$ cat src/verilog/dma_ctl_defs.svh
// constants for the per-channel transfer control block
`ifndef DMA_CTL_DEFS_SVH
`define DMA_CTL_DEFS_SVH

// coprocessor register selects (opcode 1, crm, opcode 2)
`define OPC1_REG 3'h0
`define OPC1_CMD 3'h3
`define CRM_CHAN_SEL 4'h2
`define CRM_COMMAND 4'h3
`define CRM_CTRL 4'h4
`define CRM_INT_START 4'h5
`define CRM_EXT_START 4'h6
`define CRM_CHAN_STATUS 4'h8
`define OPC2_STOP 3'h0
`define OPC2_START 3'h1
`define OPC2_CLEAR 3'h2

// channel_transfer_control field positions
`define CTRL_TARGET_BIT 31
`define CTRL_DIRECTION_BIT 30
`define CTRL_IRQ_DONE_BIT 29
`define CTRL_IRQ_FAULT_BIT 28
`define CTRL_LEGACY_BIT 27
`define CTRL_UNPRIV_BIT 26
`define CTRL_STEP_HI 19
`define CTRL_STEP_LO 8
`define CTRL_SIZE_HI 1
`define CTRL_SIZE_LO 0

// writable bits and the value the register holds after reset
`define CTRL_WRITE_MASK 32'hf40f_ff03
`define CTRL_RESET 32'h0000_0000
`define CTRL_READ_ONES 32'h0800_0000

// status register fields
`define STAT_CODE_HI 2
`define STAT_FAULT_BIT 4
`define STAT_BADPARAM_BIT 5
`define STAT_IRQ_BIT 8

`define FIFO_DEPTH 8

`endif

$ cat src/verilog/dma_ctl_pkg.sv
// types shared by the transfer control block and its access queue
package dma_ctl_pkg;

  typedef enum logic [2:0] {
    st_idle,
    st_queued,
    st_running,
    st_complete,
    st_error
  } chan_state_e;

  typedef struct packed {
    logic [31:0] ctrl;
    logic user_prog;
    logic [31:0] int_addr;
    logic [31:0] ext_addr;
    chan_state_e status;
    logic fault;
    logic bad_param;
    logic irq;
  } chan_s;

  typedef struct packed {
    logic channel;
    logic to_ext;
    logic itcm;
    logic user;
    logic [1:0] size;
    logic [31:0] int_addr;
    logic [31:0] ext_addr;
  } acc_s;

endpackage

$ cat src/verilog/access_fifo.sv
// flop based first-in first-out queue with valid and ready on both sides
`timescale 1ns/10ps
module access_fifo #(
  parameter int WIDTH = 70,
  parameter int DEPTH = 8
) (
  input wire logic clk_sys,
  input wire logic arst_n,
  input wire logic in_valid,
  output logic in_ready,
  input wire logic [WIDTH-1:0] in_data,
  output logic out_valid,
  input wire logic out_ready,
  output logic [WIDTH-1:0] out_data
);
  localparam int AW = $clog2(DEPTH);

  typedef struct packed {
    logic [DEPTH-1:0][WIDTH-1:0] mem;
    logic [AW-1:0] wr_ptr;
    logic [AW-1:0] rd_ptr;
    logic [AW:0] count;
  } fifo_s;

  fifo_s state_reg;
  fifo_s state_next;
  logic push;
  logic pop;

  assign in_ready = state_reg.count != (AW+1)'(DEPTH);
  assign out_valid = state_reg.count != '0;
  assign out_data = state_reg.mem[state_reg.rd_ptr];
  assign push = in_valid && in_ready;
  assign pop = out_valid && out_ready;

  always_comb begin
    state_next = state_reg;
    if (push) begin
      state_next.mem[state_reg.wr_ptr] = in_data;
      if (state_reg.wr_ptr == AW'(DEPTH - 1)) begin
        state_next.wr_ptr = '0;
      end else begin
        state_next.wr_ptr = state_reg.wr_ptr + AW'(1);
      end
    end
    if (pop) begin
      if (state_reg.rd_ptr == AW'(DEPTH - 1)) begin
        state_next.rd_ptr = '0;
      end else begin
        state_next.rd_ptr = state_reg.rd_ptr + AW'(1);
      end
    end
    if (push && !pop) begin
      state_next.count = state_reg.count + (AW+1)'(1);
    end else if (pop && !push) begin
      state_next.count = state_reg.count - (AW+1)'(1);
    end
  end

  always_ff @(posedge clk_sys or negedge arst_n) begin
    if (!arst_n) begin
      state_reg <= '0;
    end else begin
      state_reg <= state_next;
    end
  end
endmodule // access_fifo

$ cat src/verilog/tcm_dma_channel_control.sv
// two channel level one transfer engine: control registers, commands, access issue
//
// How it works
// - each channel owns a 32-bit control register
// - bit 31 picks data or instruction memory
// - bit 30 sets transfer direction
// - bit 29 enables interrupt on done/stop
// - clear command drops the done interrupt
// - bit 28 enables interrupt on fault
// - user channel always interrupts on fault
// - clear to idle drops the fault interrupt
// - bit 27 reads one, writes ignored
// - bit 26 selects user or privileged checks
// - user-mode programming forces user accesses, bit 26 unchanged
// - bits 19:8 give external byte step
// - step is unsigned, never negative
// - zero step holds the external address
// - internal address advances by access size
// - misaligned step gives bad-parameter fault
// - bits 1:0 encode byte to doubleword
// - every access issued at programmed size
// - control writes ignored while running/queued
// - clear moves done/fault to idle, wipes errors
// - channel select bit picks channel register set
`timescale 1ns/10ps
`include "dma_ctl_defs.svh"
module tcm_dma_channel_control (
  input wire logic clk_sys,
  input wire logic arst_n,
  input wire logic cp_valid,
  input wire logic cp_write,
  input wire logic [2:0] cp_opc1,
  input wire logic [3:0] cp_crm,
  input wire logic [2:0] cp_opc2,
  input wire logic [31:0] cp_wdata,
  input wire logic cp_user_mode,
  output logic [31:0] cp_rdata,
  input wire logic [1:0] chan_user_bit,
  output logic acc_valid,
  input wire logic acc_ready,
  output logic acc_channel,
  output logic acc_to_ext,
  output logic acc_itcm,
  output logic acc_user,
  output logic [1:0] acc_size,
  output logic [31:0] acc_int_addr,
  output logic [31:0] acc_ext_addr,
  input wire logic mem_done,
  input wire logic mem_fault,
  output logic [1:0] dma_irq
);

  typedef struct packed {
    logic channel_select;
    logic [31:0] rdata;
    dma_ctl_pkg::chan_s [1:0] ch;
  } ctl_s;

  ctl_s state_reg;
  ctl_s state_next;
  dma_ctl_pkg::acc_s push_entry;
  dma_ctl_pkg::acc_s head_entry;
  logic push_valid;
  logic push_ready;

  // channel counts as busy for the other one while queued, running or faulted
  function automatic logic in_operation(input dma_ctl_pkg::chan_s c);
    in_operation = (c.status == dma_ctl_pkg::st_queued) ||
                   (c.status == dma_ctl_pkg::st_running) ||
                   (c.status == dma_ctl_pkg::st_error);
  endfunction

  // step must be a multiple of the access size
  function automatic logic step_misaligned(input logic [31:0] ctrl);
    logic [11:0] step;
    step = ctrl[`CTRL_STEP_HI:`CTRL_STEP_LO];
    case (ctrl[`CTRL_SIZE_HI:`CTRL_SIZE_LO])
      2'h0: step_misaligned = 1'b0;
      2'h1: step_misaligned = step[0];
      2'h2: step_misaligned = |step[1:0];
      default: step_misaligned = |step[2:0];
    endcase
  endfunction

  // fault interrupt enable, forced on for user-accessible channels
  function automatic logic fault_irq_on(input logic [31:0] ctrl, input logic ubit);
    fault_irq_on = ctrl[`CTRL_IRQ_FAULT_BIT] | ubit;
  endfunction

  function automatic logic [31:0] status_word(input dma_ctl_pkg::chan_s c);
    logic [31:0] w;
    w = '0;
    w[`STAT_CODE_HI:0] = c.status;
    w[`STAT_FAULT_BIT] = c.fault;
    w[`STAT_BADPARAM_BIT] = c.bad_param;
    w[`STAT_IRQ_BIT] = c.irq;
    status_word = w;
  endfunction

  always_comb begin
    logic sel;
    logic other;
    logic is_reg;
    dma_ctl_pkg::chan_s c;
    state_next = state_reg;
    push_valid = 1'b0;
    push_entry = '0;
    sel = state_reg.channel_select;
    other = ~sel;
    is_reg = cp_opc1 == `OPC1_REG;
    c = state_reg.ch[sel];

    // processor writes and commands
    if (cp_valid && cp_write) begin
      if (is_reg && cp_crm == `CRM_CHAN_SEL) begin
        state_next.channel_select = cp_wdata[0];
      end else if (is_reg && cp_crm == `CRM_CTRL) begin
        if (c.status != dma_ctl_pkg::st_running &&
            c.status != dma_ctl_pkg::st_queued) begin
          state_next.ch[sel].ctrl = cp_wdata & `CTRL_WRITE_MASK;
          state_next.ch[sel].user_prog = cp_user_mode;
        end
      end else if (is_reg && cp_crm == `CRM_INT_START) begin
        if (c.status != dma_ctl_pkg::st_running &&
            c.status != dma_ctl_pkg::st_queued) begin
          state_next.ch[sel].int_addr = cp_wdata;
        end
      end else if (is_reg && cp_crm == `CRM_EXT_START) begin
        if (c.status != dma_ctl_pkg::st_running &&
            c.status != dma_ctl_pkg::st_queued) begin
          state_next.ch[sel].ext_addr = cp_wdata;
        end
      end else if (cp_opc1 == `OPC1_CMD && cp_crm == `CRM_COMMAND) begin
        case (cp_opc2)
          `OPC2_STOP: begin
            if (c.status == dma_ctl_pkg::st_running) begin
              state_next.ch[sel].status = dma_ctl_pkg::st_complete;
              state_next.ch[sel].irq = c.irq | c.ctrl[`CTRL_IRQ_DONE_BIT];
            end else if (c.status == dma_ctl_pkg::st_queued) begin
              state_next.ch[sel].status = dma_ctl_pkg::st_idle;
            end
          end
          `OPC2_START: begin
            if (c.status == dma_ctl_pkg::st_idle) begin
              if (step_misaligned(c.ctrl)) begin
                state_next.ch[sel].status = dma_ctl_pkg::st_error;
                state_next.ch[sel].bad_param = 1'b1;
                state_next.ch[sel].irq = c.irq | fault_irq_on(c.ctrl, chan_user_bit[sel]);
              end else if (in_operation(state_reg.ch[other])) begin
                state_next.ch[sel].status = dma_ctl_pkg::st_queued;
              end else begin
                state_next.ch[sel].status = dma_ctl_pkg::st_running;
              end
            end
          end
          `OPC2_CLEAR: begin
            if (c.status == dma_ctl_pkg::st_complete ||
                c.status == dma_ctl_pkg::st_error) begin
              state_next.ch[sel].status = dma_ctl_pkg::st_idle;
              state_next.ch[sel].fault = 1'b0;
              state_next.ch[sel].bad_param = 1'b0;
              state_next.ch[sel].irq = 1'b0;
            end
          end
          default: begin
          end
        endcase
      end
    end

    // register reads, answered one cycle later
    if (cp_valid && !cp_write) begin
      if (is_reg && cp_crm == `CRM_CHAN_SEL) begin
        state_next.rdata = {31'h0, sel};
      end else if (is_reg && cp_crm == `CRM_CTRL) begin
        state_next.rdata = (c.ctrl & `CTRL_WRITE_MASK) | `CTRL_READ_ONES;
      end else if (is_reg && cp_crm == `CRM_INT_START) begin
        state_next.rdata = c.int_addr;
      end else if (is_reg && cp_crm == `CRM_EXT_START) begin
        state_next.rdata = c.ext_addr;
      end else if (is_reg && cp_crm == `CRM_CHAN_STATUS) begin
        state_next.rdata = status_word(c);
      end else begin
        state_next.rdata = '0;
      end
    end

    // access issue for the running channel
    for (int i = 0; i < 2; i++) begin
      if (state_next.ch[i].status == dma_ctl_pkg::st_running) begin
        if (mem_fault) begin
          state_next.ch[i].status = dma_ctl_pkg::st_error;
          state_next.ch[i].fault = 1'b1;
          state_next.ch[i].irq = state_reg.ch[i].irq |
                                 fault_irq_on(state_reg.ch[i].ctrl, chan_user_bit[i]);
        end else if (mem_done) begin
          state_next.ch[i].status = dma_ctl_pkg::st_complete;
          state_next.ch[i].irq = state_reg.ch[i].irq |
                                 state_reg.ch[i].ctrl[`CTRL_IRQ_DONE_BIT];
        end else begin
          push_valid = 1'b1;
          push_entry.channel = 1'(i);
          push_entry.itcm = state_reg.ch[i].ctrl[`CTRL_TARGET_BIT];
          push_entry.to_ext = state_reg.ch[i].ctrl[`CTRL_DIRECTION_BIT];
          push_entry.user = state_reg.ch[i].ctrl[`CTRL_UNPRIV_BIT] |
                            state_reg.ch[i].user_prog;
          push_entry.size = state_reg.ch[i].ctrl[`CTRL_SIZE_HI:`CTRL_SIZE_LO];
          push_entry.int_addr = state_reg.ch[i].int_addr;
          push_entry.ext_addr = state_reg.ch[i].ext_addr;
          if (push_ready) begin
            state_next.ch[i].int_addr = state_reg.ch[i].int_addr +
                                        (32'h0000_0001 << push_entry.size);
            state_next.ch[i].ext_addr = state_reg.ch[i].ext_addr +
                                        {20'h0_0000,
                                         state_reg.ch[i].ctrl[`CTRL_STEP_HI:`CTRL_STEP_LO]};
          end
        end
      end
    end

    // a queued channel runs once the other leaves operation
    for (int i = 0; i < 2; i++) begin
      if (state_next.ch[i].status == dma_ctl_pkg::st_queued &&
          !in_operation(state_next.ch[1-i]) &&
          state_next.ch[1-i].status != dma_ctl_pkg::st_running) begin
        state_next.ch[i].status = dma_ctl_pkg::st_running;
      end
    end
  end

  always_ff @(posedge clk_sys or negedge arst_n) begin
    if (!arst_n) begin
      state_reg <= '0;
    end else begin
      state_reg <= state_next;
    end
  end

  access_fifo #(
    .WIDTH($bits(dma_ctl_pkg::acc_s)),
    .DEPTH(`FIFO_DEPTH)
  ) u_access_fifo (
    .clk_sys(clk_sys),
    .arst_n(arst_n),
    .in_valid(push_valid),
    .in_ready(push_ready),
    .in_data(push_entry),
    .out_valid(acc_valid),
    .out_ready(acc_ready),
    .out_data(head_entry)
  );

  assign acc_channel = head_entry.channel;
  assign acc_to_ext = head_entry.to_ext;
  assign acc_itcm = head_entry.itcm;
  assign acc_user = head_entry.user;
  assign acc_size = head_entry.size;
  assign acc_int_addr = head_entry.int_addr;
  assign acc_ext_addr = head_entry.ext_addr;
  assign cp_rdata = state_reg.rdata;
  assign dma_irq = {state_reg.ch[1].irq, state_reg.ch[0].irq};

endmodule // tcm_dma_channel_control

$ cat config.mk
export PLATFORM = sky130hd
export DESIGN_NAME = tcm_dma_channel_control
export DESIGN_NICKNAME = d
export VERILOG_FILES = /design/src/verilog/dma_ctl_pkg.sv /design/src/verilog/access_fifo.sv /design/src/verilog/tcm_dma_channel_control.sv
export VERILOG_INCLUDE_DIRS = /design/src /design/src/verilog
export SDC_FILE = /design/constraint.sdc
export NUM_CORES = 2
export LEC_CHECK = 0
export BUFFER_PORTS_ARGS = -buffer_cell sky130_fd_sc_hd__clkbuf_2
export CORE_UTILIZATION = 50
export CTS_BUF_LIST = sky130_fd_sc_hd__clkbuf_4
export DETAILED_ROUTE_END_ITERATION = 12
export PLACE_DENSITY_LB_ADDON = 0.1
export SLEW_MARGIN = 20
export SYNTH_ARGS = -nofsm -noshare
export SYNTH_HDL_FRONTEND = slang
export SYNTH_SLANG_ARGS = --single-unit
$ cat constraint.sdc
create_clock -name clk_sys -period 4.3 [get_ports clk_sys]
set_input_delay 0.86 -clock clk_sys [delete_from_list [all_inputs] [get_ports clk_sys]]
set_output_delay 0.86 -clock clk_sys [all_outputs]
set_load 0.02 [all_outputs]
==> results_dict.tcl <==
set metrics [dict create \
    total_power_mw 21.9 \
    yosys.area.top_type "dfrtp_1" \
    synth_area_um2 42100 \
    dpl_cell_area_um2 45100 \
    largest_reg_flops 570 \
    start_util_pct 50.5 \
    dr.pass1.iters 6 \
    worstSkewPairLatency_ns 1.13 \
    vdd_drop_max_v 0.000251 \
    cts_tree "built" \
    path_cells "buf_4 > buf_4 > mux4_2 > o21ai_0 > clkbuf_2" \
    avgSynthCellArea_um2 10.9 \
    final_nets 4265 \
    synthMuxAreaShare_pct 24.4 \
    ant_nets 0 \
    drc 0 \
    min_path_type "in -> reg" \
    async_flop_share_pct 100 \
    swShare_pct 34.7 \
    yosysWarnings 0 \
    cts_num_sinks 783 \
    rsz0062_at_grt "false" \
    coreArea_um2 83400 \
    clockBufferDepth 3 \
    fp-row-count 106 \
    path_buf_inv 3 \
    pwr-share-clk_pct 31.1 \
    p_leak_nw 22.1 \
    grt_usage_pct 30.3 \
    grt_pass1_vias 32000 \
    synth_nets 3950 \
    status "completed" \
    ioPinCount 157 \
    synth_adder_area_share_pct 1.40 \
    seq_area_frac_synth_pct 46.6 \
    p_int_mw 14.3 \
    combPwrFrac_pct 28.2 \
    cts_buffers 210 \
    clock_skew_ns 0.0822 \
    fin_crit_sh_pct 95.0 \
    ys.flop_type "dfrtp_1" \
    vias 31600 \
    synth_area_leaders "dfrtp_1 47%, mux2i_1 16%, mux4_2 7.5%, inv_1 5.4%, nand2_1 2.1%" \
    synth_seq_cells 783 \
    synth_compound_area_share_pct 11.0 \
    crit_path_start_kind "flop" \
    hold_violations 0 \
    synth_cell_type_count 85 \
    maxCapViolations 0 \
    grt_overflow 0 \
    synth_cells 3854 \
    cts_root_buf "clkbuf_4" \
    grt_max_degree 100 \
    seqPwrFrac_pct 40.7 \
    portBuffers 156 \
    fin_area_um2 48000 \
    timing.fmax_mhz 245 \
    tightestPinTransition_ns 1.15 \
    die_y_um 292 \
    pwr_density_cell_nw_per_um2 455 \
    path_common_cell "buf_4" \
    finalMaxSlewViolations 0 \
    critPathSlowestCell "dfrtp_4" \
    wire_per_inst_um 23.5 \
    globalplace.congestion 0.954 \
    crit_fanout 16 \
    slew_headroom_pct 22.7 \
    netlist.area_leader.share_pct 46.6 \
    crit_required_ns 3.44 \
    areaGrowthSynthToFinish_pct 14.1 \
    drt_wl_total_mm 127 \
    drtIter0Drc 2565 \
    tns_ns 0 \
    grt_first_pass_wirelength_mm 196 \
    antenna_found_initial 4 \
    cp_top_family "buffers and inverters" \
    synth-simple-area-share_pct 7.10 \
    switching_power_mw 7.59 \
    dieArea_um2 85300 \
    max_stage_delay_ns 0.67 \
    clk_pin_slew_ns 0.06 \
    setup_viol 0 \
    cts_resized 0 \
    synth_edf_count 0 \
    viasPerCell 5.82 \
    num-fill-cells 7254 \
    hpwl_mm 87.8 \
    synth_top_family_by_area "multiplexers" \
    whs_ns 0.128 \
    synthXorXnorAreaFrac_pct 0.687 \
    cts_htree_levels 4 \
    layout_min_cycle_time_ns 4.09 \
    critical_path_class "reg -> out" \
    end_kind "output port" \
    die_w_um 292 \
    cp.arrival_ns 3.23 \
    drive_gt1_share_pct 22.9 \
]
-- worst min-delay path, delay by kind of cell --
kind                   cells  cell delay [ns]
AOI/OAI and AO/OA          1             0.08
buffers and inverters      1             0.16
and+or+nand+nor            1             0.09
-- final cells by class --
| type | count | area (µm²) | share of cell area (%) |
|---|---|---|---|
| sequential | 783 | 19600 | 40.8 |
| timing repair buffer | 374 | 3150 | 6.57 |
| tap | 1080 | 1350 | 2.81 |
| clock inverter | 55 | 324 | 0.675 |
| multi-input combinational | 2199 | 18900 | 39.3 |
| inverter | 601 | 2260 | 4.70 |
| antenna | 5 | 12.5 | 0.0261 |
| clock buffer | 324 | 2430 | 5.07 |
-- cell usage after synthesis, types with 6 or more instances --
library cell,count
nand4_1,20
or2_2,10
a32oi_1,39
ha_1,39
mux2i_1,662
nor2b_1,17
a22o_1,32
o32ai_1,13
o221a_2,24
buf_6,13
o21a_1,21
nand2_1,235
xnor2_1,23
and2_1,18
xor2_1,10
and3_1,35
a311o_1,6
dfrtp_1,783
nand3_1,52
o21ai_0,158
or3_1,13
inv_1,601
buf_2,35
buf_1,31
a311oi_1,13
mux2_2,39
nand2b_1,18
clkbuf_1,111
a32oi_2,30
buf_4,80
a31oi_1,37
o22ai_1,23
o211ai_1,12
a211oi_1,34
nor2_1,155
a21o_1,17
mux4_2,140
a21oi_1,122
nor3_1,35
-- worst paths after layout --
path                                             from                            to  slack, ns  depth (start not counted)
max reg2reg                            state_reg[238]  u_access_fifo.state_reg[270]       0.28                         11
max in group asynchronous                      arst_n  u_access_fifo.state_reg[550]       2.65                          4
min reg2reg                              state_reg[1]                  state_reg[1]       0.47                          1
min in group asynchronous                      arst_n  u_access_fifo.state_reg[230]       0.42                          2
max                        u_access_fifo.state_reg[5]               acc_int_addr[4]       0.21                          5
min                                       cp_wdata[0]                state_reg[141]       0.13                          3
-- what timing repair did --
| action | in CTS | in global routing |
|---|---|---|
| hold endpoints to repair | 82 | 0 |
| hold buffers | 4 | 0 |
| setup buffers | 2 | 7 |
| endpoints found under the setup margin | 32 | 5 |
-- cell families (layout without fill, tap and decap cells) --
family	Yosys count	count (layout)
mux	846	846
simple gates	637	637
compound gates	639	639
xor+xnor	33	33
flops	783	783
other cells	0	5
fa+ha+maj	44	44
buf+inv	872	1354
-- metrics by stage --
step,utilization (%),std cells,setup slack [ns]
after floorplan,-,3854,0.108
after global routing,57.6,5420,0.0196
after detailed placement,54.0,5024,-0.0290
after global placement,54.0,5024,0.00879
after CTS,57.5,5409,0.00924
final,57.6,5421,0.215
-- power groups by stage --
stage	clock (mW)	combinational (mW)	sequential [mW]
floorplan	0	4.14	8.66
global placement	0	5.91	9.09
detailed placement	0	5.98	9.10
CTS	7.00	6.12	8.93
global route	7.38	6.71	8.98
finish	6.80	6.16	8.89
-- routing by layer --
metal	vias to the layer above	GRT usage (%)	wire (µm)
li1	14200	-	-
met1	15900	41.2	55200
met3	264	6.07	8650
met2	1209	47.0	58100
met4	0	13.8	5310
met5	-	0	0
-- placed cells by master, fill, tap and decap left out, types with 120 or more instances in the layout --
cell | Yosys | final
dfrtp_1 | 783 | 779
inv_1 | 601 | 601
mux4_2 | 140 | 140
o21ai_0 | 158 | 158
buf_4 | 80 | 158
mux2i_1 | 662 | 662
clkbuf_2 | 0 | 155
clkbuf_4 | 0 | 324
nor2_1 | 155 | 155
nand2_1 | 235 | 235
a21oi_1 | 122 | 120
(Power assumes the default switching activity.)
